File: src/pcrs_pkg.sv
// pcrs_pkg: constants and types for the pwm configuration register block
// assumes an 8-bit special-function register bus with a byte address
package pcrs_pkg;

  localparam logic [7:0] PCRS_CFG_ADDR     = 8'hf7;
  localparam logic [7:0] PCRS_CFG_RESET    = 8'h00;
  localparam int         PCRS_BIT_BANK     = 7;
  localparam int         PCRS_BIT_IRQ_EN   = 6;
  localparam int         PCRS_BIT_FLAG     = 5;
  localparam int         PCRS_BIT_RELOAD   = 3;
  localparam int         PCRS_CLSEL_LSB    = 0;
  localparam int         PCRS_NUM_CH       = 3;
  localparam int         PCRS_CH_W         = 2;
  localparam int         PCRS_BASE_LEN     = 8;
  localparam logic [15:0] PCRS_WORD_RESET  = 16'h0000;

  // channel modes as seen by this block
  localparam logic [1:0] PCRS_MODE_OTHER   = 2'h0;
  localparam logic [1:0] PCRS_MODE_PWM_N   = 2'h1;
  localparam logic [1:0] PCRS_MODE_PWM_16  = 2'h2;

  typedef struct packed {
    logic       bank_sel;
    logic       irq_en;
    logic       flag;
    logic       wide_reload;
    logic [2:0] cycle_len;
  } pcrs_cfg_s;

  typedef struct packed {
    logic                 wr;
    logic                 rd;
    logic                 hi;
    logic [PCRS_CH_W-1:0] ch;
    logic [7:0]           wdata;
  } pcrs_cmp_req_s;

endpackage

File: src/pcrs_cmp_bank.sv
// pcrs_cmp_bank: per-channel compare and auto-reload register pairs
// assumes the caller decodes compare byte accesses and the bank select
`timescale 1ns/1ns
`default_nettype none
module pcrs_cmp_bank
  import pcrs_pkg::*;
(
  input  wire logic                      clk_sys_i,
  input  wire logic                      rstn_i,
  input  wire pcrs_cmp_req_s             req_i,
  input  wire logic                      bank_sel_i,
  input  wire logic                      reload_i,
  input  wire logic [PCRS_NUM_CH*2-1:0]  mode_i,
  output logic      [7:0]                rdata_o,
  output logic      [PCRS_NUM_CH*16-1:0] compare_o
);

  logic [15:0] cmp  [PCRS_NUM_CH];
  logic [15:0] arld [PCRS_NUM_CH];

  function automatic logic [15:0] put_byte(input logic [15:0] w, input logic hi,
                                           input logic [7:0] b);
    put_byte = hi ? {b, w[7:0]} : {w[15:8], b};
  endfunction

  always_ff @(posedge clk_sys_i) begin
    for (int i = 0; i < PCRS_NUM_CH; i++) begin
      if (!rstn_i) begin
        cmp[i]  <= PCRS_WORD_RESET;
        arld[i] <= PCRS_WORD_RESET;
      end else begin
        if (req_i.wr && req_i.ch == PCRS_CH_W'(i) && bank_sel_i) begin
          arld[i] <= put_byte(arld[i], req_i.hi, req_i.wdata);
        end
        if (req_i.wr && req_i.ch == PCRS_CH_W'(i) && !bank_sel_i) begin
          cmp[i] <= put_byte(cmp[i], req_i.hi, req_i.wdata);
        end else if (reload_i && mode_i[2*i +: 2] == PCRS_MODE_PWM_16) begin
          // software write wins over a same-cycle reload
          cmp[i] <= arld[i];
        end
      end
    end
  end

  always_ff @(posedge clk_sys_i) begin
    if (!rstn_i) begin
      rdata_o <= 8'h00;
    end else if (req_i.rd) begin
      if (bank_sel_i) begin
        rdata_o <= req_i.hi ? arld[req_i.ch][15:8] : arld[req_i.ch][7:0];
      end else begin
        rdata_o <= req_i.hi ? cmp[req_i.ch][15:8] : cmp[req_i.ch][7:0];
      end
    end
  end

  always_comb begin
    for (int i = 0; i < PCRS_NUM_CH; i++) begin
      compare_o[16*i +: 16] = cmp[i];
    end
  end

endmodule
`default_nettype wire

File: src/pcrs_top.sv
// pcrs_top: pwm configuration register with reload bank steering
// assumes a synchronous sfr bus: one-cycle rd/wr strobes, read data next cycle
`timescale 1ns/1ns
`default_nettype none
module pcrs_top
  import pcrs_pkg::*;
(
  input  wire logic                      clk_sys_i,
  input  wire logic                      rstn_i,
  input  wire logic [7:0]                sfr_addr_i,
  input  wire logic                      sfr_wr_i,
  input  wire logic                      sfr_rd_i,
  input  wire logic [7:0]                sfr_wdata_i,
  output logic      [7:0]                sfr_rdata_o,
  input  wire logic                      cmp_sel_i,
  input  wire logic                      cmp_hi_i,
  input  wire logic [PCRS_CH_W-1:0]      cmp_ch_i,
  input  wire logic [15:0]               main_counter_i,
  input  wire logic                      counter_ovf_i,
  input  wire logic [PCRS_NUM_CH*2-1:0]  channel_mode_i,
  output logic      [PCRS_NUM_CH*16-1:0] compare_o,
  output logic      [3:0]                cycle_bits_o,
  output logic                           cycle_ovf_irq_o
);

  pcrs_cfg_s     cfg;
  pcrs_cmp_req_s req;
  logic          cfg_hit;
  logic          cfg_rd_q;
  logic [7:0]    cfg_rdata;
  logic [7:0]    cmp_rdata;
  logic          prev_bit;
  logic          cur_bit;
  logic          cyc_ovf;
  logic          sw_flag_wr;

  // cycle length in bits for a length code: 8 at code 0 up to 15 at code 7
  function automatic logic [3:0] len_bits(input logic [2:0] code);
    len_bits = 4'(PCRS_BASE_LEN) + {1'b0, code};
  endfunction

  assign cfg_hit    = (sfr_addr_i == PCRS_CFG_ADDR);
  assign sw_flag_wr = sfr_wr_i && cfg_hit;

  assign req.wr    = sfr_wr_i && cmp_sel_i;
  assign req.rd    = sfr_rd_i && cmp_sel_i;
  assign req.hi    = cmp_hi_i;
  assign req.ch    = cmp_ch_i;
  assign req.wdata = sfr_wdata_i;

  assign cycle_bits_o = len_bits(cfg.cycle_len);

  // cycle overflow: counter bit n-1 carrying out, n = 8..15 by the length code
  assign cur_bit = main_counter_i[len_bits(cfg.cycle_len) - 4'h1];
  assign cyc_ovf = prev_bit && !cur_bit;

  // a length write re-arms the detector on the new bit, so a stale high left
  // by the old bit cannot fake an overflow
  always_ff @(posedge clk_sys_i) begin
    if (!rstn_i) begin
      prev_bit <= 1'b0;
    end else if (sw_flag_wr) begin
      prev_bit <= main_counter_i[len_bits(sfr_wdata_i[PCRS_CLSEL_LSB +: 3]) - 4'h1];
    end else begin
      prev_bit <= cur_bit;
    end
  end

  always_ff @(posedge clk_sys_i) begin
    if (!rstn_i) begin
      cfg <= pcrs_cfg_s'(7'h00);
    end else begin
      if (sw_flag_wr) begin
        cfg.bank_sel    <= sfr_wdata_i[PCRS_BIT_BANK];
        cfg.irq_en      <= sfr_wdata_i[PCRS_BIT_IRQ_EN];
        cfg.wide_reload <= sfr_wdata_i[PCRS_BIT_RELOAD];
        cfg.cycle_len   <= sfr_wdata_i[PCRS_CLSEL_LSB +: 3];
      end
      // hardware set wins over a same-cycle software clear
      if (cyc_ovf) begin
        cfg.flag <= 1'b1;
      end else if (sw_flag_wr) begin
        cfg.flag <= sfr_wdata_i[PCRS_BIT_FLAG];
      end
    end
  end

  assign cycle_ovf_irq_o = cfg.irq_en && cfg.flag;

  always_ff @(posedge clk_sys_i) begin
    if (!rstn_i) begin
      cfg_rd_q  <= 1'b0;
      cfg_rdata <= PCRS_CFG_RESET;
    end else begin
      cfg_rd_q  <= sfr_rd_i && cfg_hit;
      cfg_rdata <= {cfg.bank_sel, cfg.irq_en, cfg.flag, 1'b0, cfg.wide_reload,
                    cfg.cycle_len};
    end
  end

  // config read data shows for one cycle; otherwise the bus holds the last compare read
  assign sfr_rdata_o = cfg_rd_q ? cfg_rdata : cmp_rdata;

  pcrs_cmp_bank u_bank (
    .clk_sys_i  (clk_sys_i),
    .rstn_i     (rstn_i),
    .req_i      (req),
    .bank_sel_i (cfg.bank_sel),
    .reload_i   (counter_ovf_i && cfg.wide_reload),
    .mode_i     (channel_mode_i),
    .rdata_o    (cmp_rdata),
    .compare_o  (compare_o)
  );

  // flag and interrupt
  chk_irq_gate_off: assert property (@(posedge clk_sys_i) disable iff (!rstn_i)
    !cfg.irq_en |-> !cycle_ovf_irq_o) else $error("irq raised while disabled");
  chk_irq_gate_on: assert property (@(posedge clk_sys_i) disable iff (!rstn_i)
    cfg.irq_en && cfg.flag |-> cycle_ovf_irq_o) else $error("irq missing");
  chk_flag_sets: assert property (@(posedge clk_sys_i) disable iff (!rstn_i)
    cyc_ovf |=> cfg.flag) else $error("overflow did not set flag");
  chk_flag_sticky: assert property (@(posedge clk_sys_i) disable iff (!rstn_i)
    cfg.flag && !sw_flag_wr |=> cfg.flag) else $error("flag dropped by hw");
  chk_flag_sw_set: assert property (@(posedge clk_sys_i) disable iff (!rstn_i)
    sw_flag_wr && sfr_wdata_i[PCRS_BIT_FLAG]
    |=> cfg.flag)
    else $error("software set of flag lost");
  chk_flag_sw_clear: assert property (@(posedge clk_sys_i) disable iff (!rstn_i)
    sw_flag_wr && !sfr_wdata_i[PCRS_BIT_FLAG] && !cyc_ovf
    |=> !cfg.flag)
    else $error("software clear of flag lost");
  chk_flag_no_hw_set: assert property (@(posedge clk_sys_i) disable iff (!rstn_i)
    !cfg.flag && !cyc_ovf && !(sw_flag_wr && sfr_wdata_i[PCRS_BIT_FLAG])
    |=> !cfg.flag)
    else $error("flag set without overflow");
  chk_ovf_irq: assert property (@(posedge clk_sys_i) disable iff (!rstn_i)
    cyc_ovf && cfg.irq_en && !sw_flag_wr
    |=> cycle_ovf_irq_o)
    else $error("overflow did not raise irq");
  chk_irq_off_write: assert property (@(posedge clk_sys_i) disable iff (!rstn_i)
    sw_flag_wr && !sfr_wdata_i[PCRS_BIT_IRQ_EN]
    |=> !cycle_ovf_irq_o)
    else $error("irq raised after enable cleared");
  // config register
  chk_len_map: assert property (@(posedge clk_sys_i) disable iff (!rstn_i)
    cycle_bits_o == 4'(8) + {1'b0, cfg.cycle_len}) else $error("bad cycle len");
  chk_len_write: assert property (@(posedge clk_sys_i) disable iff (!rstn_i)
    sw_flag_wr
    |=> cycle_bits_o == 4'h8 + {1'b0, $past(sfr_wdata_i[PCRS_CLSEL_LSB +: 3])})
    else $error("cycle length not taken from write");
  chk_cfg_write: assert property (@(posedge clk_sys_i) disable iff (!rstn_i)
    sw_flag_wr
    |=> cfg.bank_sel == $past(sfr_wdata_i[PCRS_BIT_BANK])
        && cfg.irq_en == $past(sfr_wdata_i[PCRS_BIT_IRQ_EN])
        && cfg.wide_reload == $past(sfr_wdata_i[PCRS_BIT_RELOAD]))
    else $error("config write lost");
  chk_cfg_hold: assert property (@(posedge clk_sys_i) disable iff (!rstn_i)
    !sw_flag_wr
    |=> $stable(cfg.bank_sel) && $stable(cfg.irq_en) && $stable(cfg.wide_reload)
        && $stable(cfg.cycle_len))
    else $error("config changed without a write");
  chk_cfg_readback: assert property (@(posedge clk_sys_i) disable iff (!rstn_i)
    sfr_rd_i && cfg_hit
    |=> sfr_rdata_o[4] == 1'b0 && sfr_rdata_o[PCRS_BIT_FLAG] == $past(cfg.flag))
    else $error("config read back wrong");
  // compare steering and reload
  chk_bank_write: assert property (@(posedge clk_sys_i) disable iff (!rstn_i)
    sfr_wr_i && cmp_sel_i && cfg.bank_sel && !cmp_hi_i && cmp_ch_i == 2'h0 && !counter_ovf_i
    |=> $stable(compare_o[15:0])) else $error("reload bank write hit compare");
  chk_bank_hi_write: assert property (@(posedge clk_sys_i) disable iff (!rstn_i)
    sfr_wr_i && cmp_sel_i && cfg.bank_sel && cmp_hi_i && cmp_ch_i == 2'h1 && !counter_ovf_i
    |=> $stable(compare_o[31:16]))
    else $error("reload bank high write hit compare");
  chk_norm_write: assert property (@(posedge clk_sys_i) disable iff (!rstn_i)
    sfr_wr_i && cmp_sel_i && !cfg.bank_sel && !cmp_hi_i && cmp_ch_i == 2'h0
    |=> compare_o[7:0] == $past(sfr_wdata_i)) else $error("compare write lost");
  chk_hi_write: assert property (@(posedge clk_sys_i) disable iff (!rstn_i)
    sfr_wr_i && cmp_sel_i && !cfg.bank_sel && cmp_hi_i && cmp_ch_i == 2'h1
    |=> compare_o[31:24] == $past(sfr_wdata_i))
    else $error("high byte write lost");
  chk_rd_normal: assert property (@(posedge clk_sys_i) disable iff (!rstn_i)
    sfr_rd_i && cmp_sel_i && !cfg_hit && !cfg.bank_sel && !cmp_hi_i && cmp_ch_i == 2'h1
    |=> sfr_rdata_o == $past(compare_o[23:16]))
    else $error("normal bank read wrong");
  chk_read_quiet: assert property (@(posedge clk_sys_i) disable iff (!rstn_i)
    sfr_rd_i && !sfr_wr_i && !counter_ovf_i
    |=> $stable(compare_o))
    else $error("read disturbed compare");
  chk_no_reload: assert property (@(posedge clk_sys_i) disable iff (!rstn_i)
    !cfg.wide_reload && !(sfr_wr_i && cmp_sel_i && !cfg.bank_sel)
    |=> $stable(compare_o)) else $error("reload while disabled");
  chk_other_mode: assert property (@(posedge clk_sys_i) disable iff (!rstn_i)
    channel_mode_i[5:4] == PCRS_MODE_OTHER
    && !(sfr_wr_i && cmp_sel_i && !cfg.bank_sel && cmp_ch_i == 2'h2)
    |=> $stable(compare_o[47:32]))
    else $error("reload reached a channel in another mode");
  chk_pwm_n_no_wide: assert property (@(posedge clk_sys_i) disable iff (!rstn_i)
    counter_ovf_i && channel_mode_i[1:0] != PCRS_MODE_PWM_16
    && !(sfr_wr_i && cmp_sel_i && !cfg.bank_sel && cmp_ch_i == 2'h0)
    |=> $stable(compare_o[15:0]))
    else $error("wide reload reached a narrow channel");
  cov_irq: cover property (@(posedge clk_sys_i) disable iff (!rstn_i) cycle_ovf_irq_o);
  cov_ovf: cover property (@(posedge clk_sys_i) disable iff (!rstn_i) cyc_ovf);
  cov_reload: cover property (@(posedge clk_sys_i) disable iff (!rstn_i)
    counter_ovf_i && cfg.wide_reload);
  cov_bank_write: cover property (@(posedge clk_sys_i) disable iff (!rstn_i)
    sfr_wr_i && cmp_sel_i && cfg.bank_sel);
  cov_flag_clear: cover property (@(posedge clk_sys_i) disable iff (!rstn_i)
    sw_flag_wr && cfg.flag && !sfr_wdata_i[PCRS_BIT_FLAG]);

endmodule
`default_nettype wire

File: config.mk
export PLATFORM = sky130hd
export DESIGN_NAME = pcrs_top
export DESIGN_NICKNAME = d
export VERILOG_FILES = /design/src/pcrs_pkg.sv /design/src/pcrs_cmp_bank.sv /design/src/pcrs_top.sv
export SDC_FILE = /design/constraint.sdc
export NUM_CORES = 1
export LEC_CHECK = 0
export BUFFER_PORTS_ARGS = -buffer_cell sky130_fd_sc_hd__clkbuf_2
export CAP_MARGIN = 20
export CELL_PAD_IN_SITES_DETAIL_PLACEMENT = 1
export CELL_PAD_IN_SITES_GLOBAL_PLACEMENT = 1
export CORE_MARGIN = 5
export CORE_UTILIZATION = 35
export DETAILED_ROUTE_END_ITERATION = 10
export PLACE_DENSITY_LB_ADDON = 0.1
export SLEW_MARGIN = 20
export SYNTH_ARGS = -nofsm -noshare
export SYNTH_HDL_FRONTEND = slang
export SYNTH_SLANG_ARGS = --single-unit
File: constraint.sdc
create_clock -name clk_sys_i -period 5.2 [get_ports clk_sys_i]
set_input_delay 0 -clock clk_sys_i [delete_from_list [all_inputs] [get_ports clk_sys_i]]
set_output_delay 0 -clock clk_sys_i [all_outputs]
set_load 0.005 [all_outputs]
After elaboration in Yosys (flattened, before gate mapping)
Memory sizes are Yosys's and may differ from the RTL's.
Index checks and enable logic that the tools add are counted.
{"block": "word_totals", "register_bits": 25, "mem_bits_rw": 96, "inputBits": 47, "out_inout_bits": 61, "mem_count": 2}
{"name": "u_bank.arld", "words": 3, "width": 16, "rd": 4, "rd_clocked_by_memory_dff": 0, "write_ports": 3, "line_no": "pcrs_cmp_bank.sv:19", "text": "logic [15:0] arld [PCRS_NUM_CH];"}
{"name": "u_bank.cmp", "words": 3, "width": 16, "rd": 4, "rd_clocked_by_memory_dff": 0, "write_ports": 3, "line_no": "pcrs_cmp_bank.sv:18", "text": "logic [15:0] cmp [PCRS_NUM_CH];"}
{"block": "op_classes", "add_sub_neg": 4, "magnitude_cmp": 2, "n_eq_ne": 6, "n_mux": 57, "bitwise_logic": 9, "reduce_logical": 23}
{"operator": "16-bit 2-to-1 mux", "n": 15}
{"operator": "1-bit 2-to-1 mux", "n": 36}
{"operator": "8-bit 2-to-1 mux", "n": 4}
{"operator": "1-bit logical AND", "n": 19}
{"operator": "4-bit by 5-bit < comparator with 1-bit output (second input constant)", "n": 2}
{"operator": "1-bit OR", "n": 9}
{"operator": "4-bit by 3-bit adder with 4-bit output (first input constant)", "n": 2}
{"operator": "1-bit binary-select mux with 4-bit select", "n": 2}
{"operator": "2-bit equality test (second input constant)", "n": 4}
{"operator": "8-bit equality test (second input constant)", "n": 1}
{"operator": "4-bit by 1-bit subtractor with 4-bit output (second input constant)", "n": 2}
{"operator": "2-bit by 1-bit equality test with 1-bit output (second input constant)", "n": 1}
{"operator": "1-bit logical NOT", "n": 2}
{"operator": "2-bit logical NOT", "n": 1}
{"operator": "2-bit nonzero test", "n": 1}

Depth between registers and ports, before layout
{"block": "logic_depth", "word_depth": 8, "ltp_mapped": 9, "ltp_nobuf": 7}

Modules after synthesis
Synthesis repeated with hierarchy kept, for this count alone.
{"block": "hier_totals", "cells_unflattened": 502, "area_unflattened_um2": 6226.0}
{"mod": "pcrs_cmp_bank", "n_inst": 1, "cells_each": 402, "area_each_um2": 5232.5}
{"mod": "pcrs_top", "n_inst": 1, "cells_each": 100, "area_each_um2": 993.5}

Worst setup path before layout
OpenSTA, ideal clock, no wires.
{"block": "synth_path", "path_kind": "flip-flop to flip-flop", "start": "register cfg[6] in the netlist's numbering", "end": "memory u_bank.cmp[1][0] (enable)", "setup_ps": 375, "t_arrival_ps": 1565, "required_time_ps": 4825, "path_slack_ps": 3259, "path_stages_with_launch": 5, "path_buffers": 2, "period_less_slack_ps": 1941, "cell_sequence": "dfxtp_1 > buf_2 > buf_1 > nor2_1 > a21oi_1"}
{"element": "start: declaration", "line_no": "pcrs_top.sv:26", "text": "pcrs_cfg_s cfg;"}
{"element": "start signal: assignment", "line_no": "pcrs_top.sv:71", "text": "cfg <= pcrs_cfg_s'(7'h00);"}
{"element": "end: declaration", "line_no": "pcrs_cmp_bank.sv:18"}

==> out/qor.txt <==
Mapped Cells: 496
Fin crit period: 2.40 ns
Reg2reg setup slack: 2.80 ns
Buffers on Ports: 104
Worst slew margin: 31.8%
# IOs: 108
Die Y: 141 um
Reg-to-Reg Start: cfg[6]
Max Cap Viol: 0
First-pass GRT wire length: 28.9 mm
Worst hold path class: in2reg
Bufs on Longest Clock Path: 2
Top FF cell, synth: edfxtp_1
GRT Util Overall: 19.5%
Die area: 19800 um^2
First-pass DRT Iterations: 4
Via/cell ratio: 5.37
Avg WL per Cell: 22.9 um
Mean Syn Cell Area: 12.1 um^2
R2R cell count: 6
# rows: 47
H-tree depth: 4
Util after Layout: 43.8%
Crit end category: flip-flop
Initial antenna violation count: 0
Hold path start: sfr_wdata_i[3]
Tot Pwr: 0.00259 W
Post-synthesis instance area: 5980 um^2
Clock power frac: 49.1%
Grt ovf: 0
Core Footprint: 16700 um^2
Worst path required time: 5.32 ns
Fin Setup TNS: 0 ns
DP Wirelength: 13.4 mm
Fin nets: 640
RSZ-0062 raised after global routing: false
Static leakage: 2.83 nW
Async set or reset register ratio after synthesis: 0%
Vias in the first global route: 4799
Clk_lat worst skew: 0.42 ns
Hold depth: 3
Net count after synthesis: 545
# setup viols final: 0
CTS buffer count: 17
Worst hold margin: 0.0155 ns
Sequential area share after synthesis: 56.2%
DRC viols: 0
YS warnings: 0
Initial Utilization: 35.8%
Root buf cell: clkbuf_16
CP Class: reg2reg
Skew final: 0.00533 ns
Commonest non-fill, non-tap cell in the layout: clkbuf_2
CTS clk-pin slew, worst paths: 0.05 ns
Number of setup buffers added after CTS: 0
Filler Cells Inserted: 1852
Critical Path Start Type: flip-flop
Vias: 4426
GP Congestion: 0.809
CTS sink count: 120
Synth cell types: 45
Pint: 0.00201 W
Die width: 141 um
Slew Viols, Final: 0
Share of layout cells above drive strength 1: 30.0%
Crit path DAT: 2.53 ns
DRT iter0 DRCs: 293
Tightest Pin Transition: 1.02 ns
FF+latch count, synth: 120
Drt total wl: 18.8 mm
Post-detailed-route count of antenna-violating nets: 0
Worst vdd ir: 0.000234 V
Final hold viol count: 0
Worst-path fanout max: 22
R2R Path End: u_bank.cmp[1][15]
Commonest non-fill, non-tap cells in the layout: clkbuf_2, edfxtp_1, nand2_1, o21ai_0, a21oi_1
Hold endpoint: cfg[3]
Tcrit/Tclk final: 46.2%
Power per cell area: 354 nW/um^2
Fmax achieved: 0.416 GHz
Area Growth Syn to Fin: 22.4%
CTS tree: built
Switching pwr: 0.000579 W
Sw Share: 22.3%
Outcome: completed
# diodes: 0
Largest net degree at the start of global routing: 51
Comb pwr share: 8.2%
Sequential fraction of design power: 42.7%
Post-synth EDFFs: 96
==> cells in the mapped netlist, types with 9 or more instances <==
| cell type | instances | area share [%] |
|---|---|---|
| and2_1 | 35 | 3.7 |
| nor2_1 | 20 | 1.3 |
| clkbuf_1 | 23 | 1.4 |
| o21ai_0 | 43 | 3.6 |
| and3_1 | 18 | 1.9 |
| nand2_1 | 62 | 3.9 |
| dfxtp_1 | 24 | 8.0 |
| a22o_1 | 9 | 1.3 |
| a21oi_1 | 38 | 3.2 |
| mux2i_1 | 22 | 3.7 |
| mux4_2 | 24 | 9.0 |
| edfxtp_1 | 96 | 48 |
==> metal layers <==
| layer | share of wire (%) | vias up | global-route usage, % | wire length [um] |
|---|---|---|---|---|
| li1 | - | 2041 | - | - |
| met1 | 43 | 2236 | 26.1 | 8170 |
| met2 | 49 | 129 | 31.8 | 9210 |
| met3 | 6.3 | 20 | 4.74 | 1180 |
| met4 | 1.4 | 0 | 5.61 | 272 |
| met5 | 0 | - | 0 | 0 |
==> flip-flops by register name, summed over array words and instances (netlist names) <==
register	flops
u_bank.arld	48
u_bank.cmp	48
u_bank.rdata_o	8
cfg	7
cfg_rdata	7
cfg_rd_q	1
prev_bit	1
==> layout make-up <==
class / instances / area, um^2 / area share (%)
multi-input cells: 327 / 2400 / 32.7
well taps: 220 / 275 / 3.76
flip-flops and latches: 120 / 3360 / 45.9
clock buffers: 18 / 429 / 5.86
repair buffers: 117 / 623 / 8.51
inverters: 8 / 30.0 / 0.410
clock inverters: 14 / 205 / 2.80
==> worst max-delay path: stages, from the launching register on <==
cell and delay [ns]:
dfxtp_1 0.31, buf_4 0.25, nand3b_1 0.27, o31ai_1 0.30, nor2_1 0.11, a21oi_1 0.60, buf_4 0.28
==> cells by family (layout without fill, tap and decap cells) <==
kind of cell | Yosys count | in the layout | synth area share (%)
AND/OR/NAND/NOR | 163 | 163 | 13.7
flip-flops | 120 | 120 | 56.2
AO/OA/AOI/OAI | 103 | 103 | 9.92
multiplexers | 57 | 57 | 15.5
buffers and inverters | 49 | 157 | 3.93
adder cells (fa/ha/maj) | 2 | 2 | 0.418
other | 1 | 1 | 0.0627
XOR/XNOR | 1 | 1 | 0.146
==> how the worst max path moves through the flow <==
| stage | start | endpoint | depth (start not counted) |
|---|---|---|---|
| after floorplan | cfg[6] | u_bank.cmp[1][0] | 4 |
| after global placement | cmp_hi_i | u_bank.arld[2][13] | 4 |
| after detailed placement | cmp_hi_i | u_bank.arld[2][14] | 4 |
| after CTS | cfg[3] | u_bank.cmp[2][15] | 4 |
| after global routing | cfg[6] | u_bank.cmp[1][15] | 6 |
| final | cfg[6] | u_bank.cmp[1][15] | 6 |
==> power by group through the flow <==
| stage | Combinational (W) | Clock [W] | Sequential [W] |
|---|---|---|---|
| 2_1_floorplan | 0.000112 | 0 | 0.00112 |
| 4_1_cts | 0.000216 | 0.00129 | 0.00110 |
| 3_3_place_gp | 0.000211 | 0 | 0.00112 |
| 6_report | 0.000213 | 0.00127 | 0.00110 |
| 5_1_grt | 0.000231 | 0.00134 | 0.00111 |
| 3_5_place_dp | 0.000215 | 0 | 0.00112 |
==> through the flow <==
step	setup slack (ns)	area, um^2	instances
2_1_floorplan	3.26	5980	496
3_3_place_gp	2.45	6660	790
3_5_place_dp	2.34	6660	790
4_1_cts	2.62	7310	824
5_1_grt	2.64	7320	824
6_report	2.80	7320	824
==> timing repair <==
| action | in CTS | in global routing |
|---|---|---|
| endpoints found under the setup margin | 0 | 0 |
| hold endpoints to repair | 1 | 0 |
| hold buffers | 2 | 0 |
| gates resized for setup | 0 | 0 |
No activity file was read; power rests on OpenSTA's default activity.
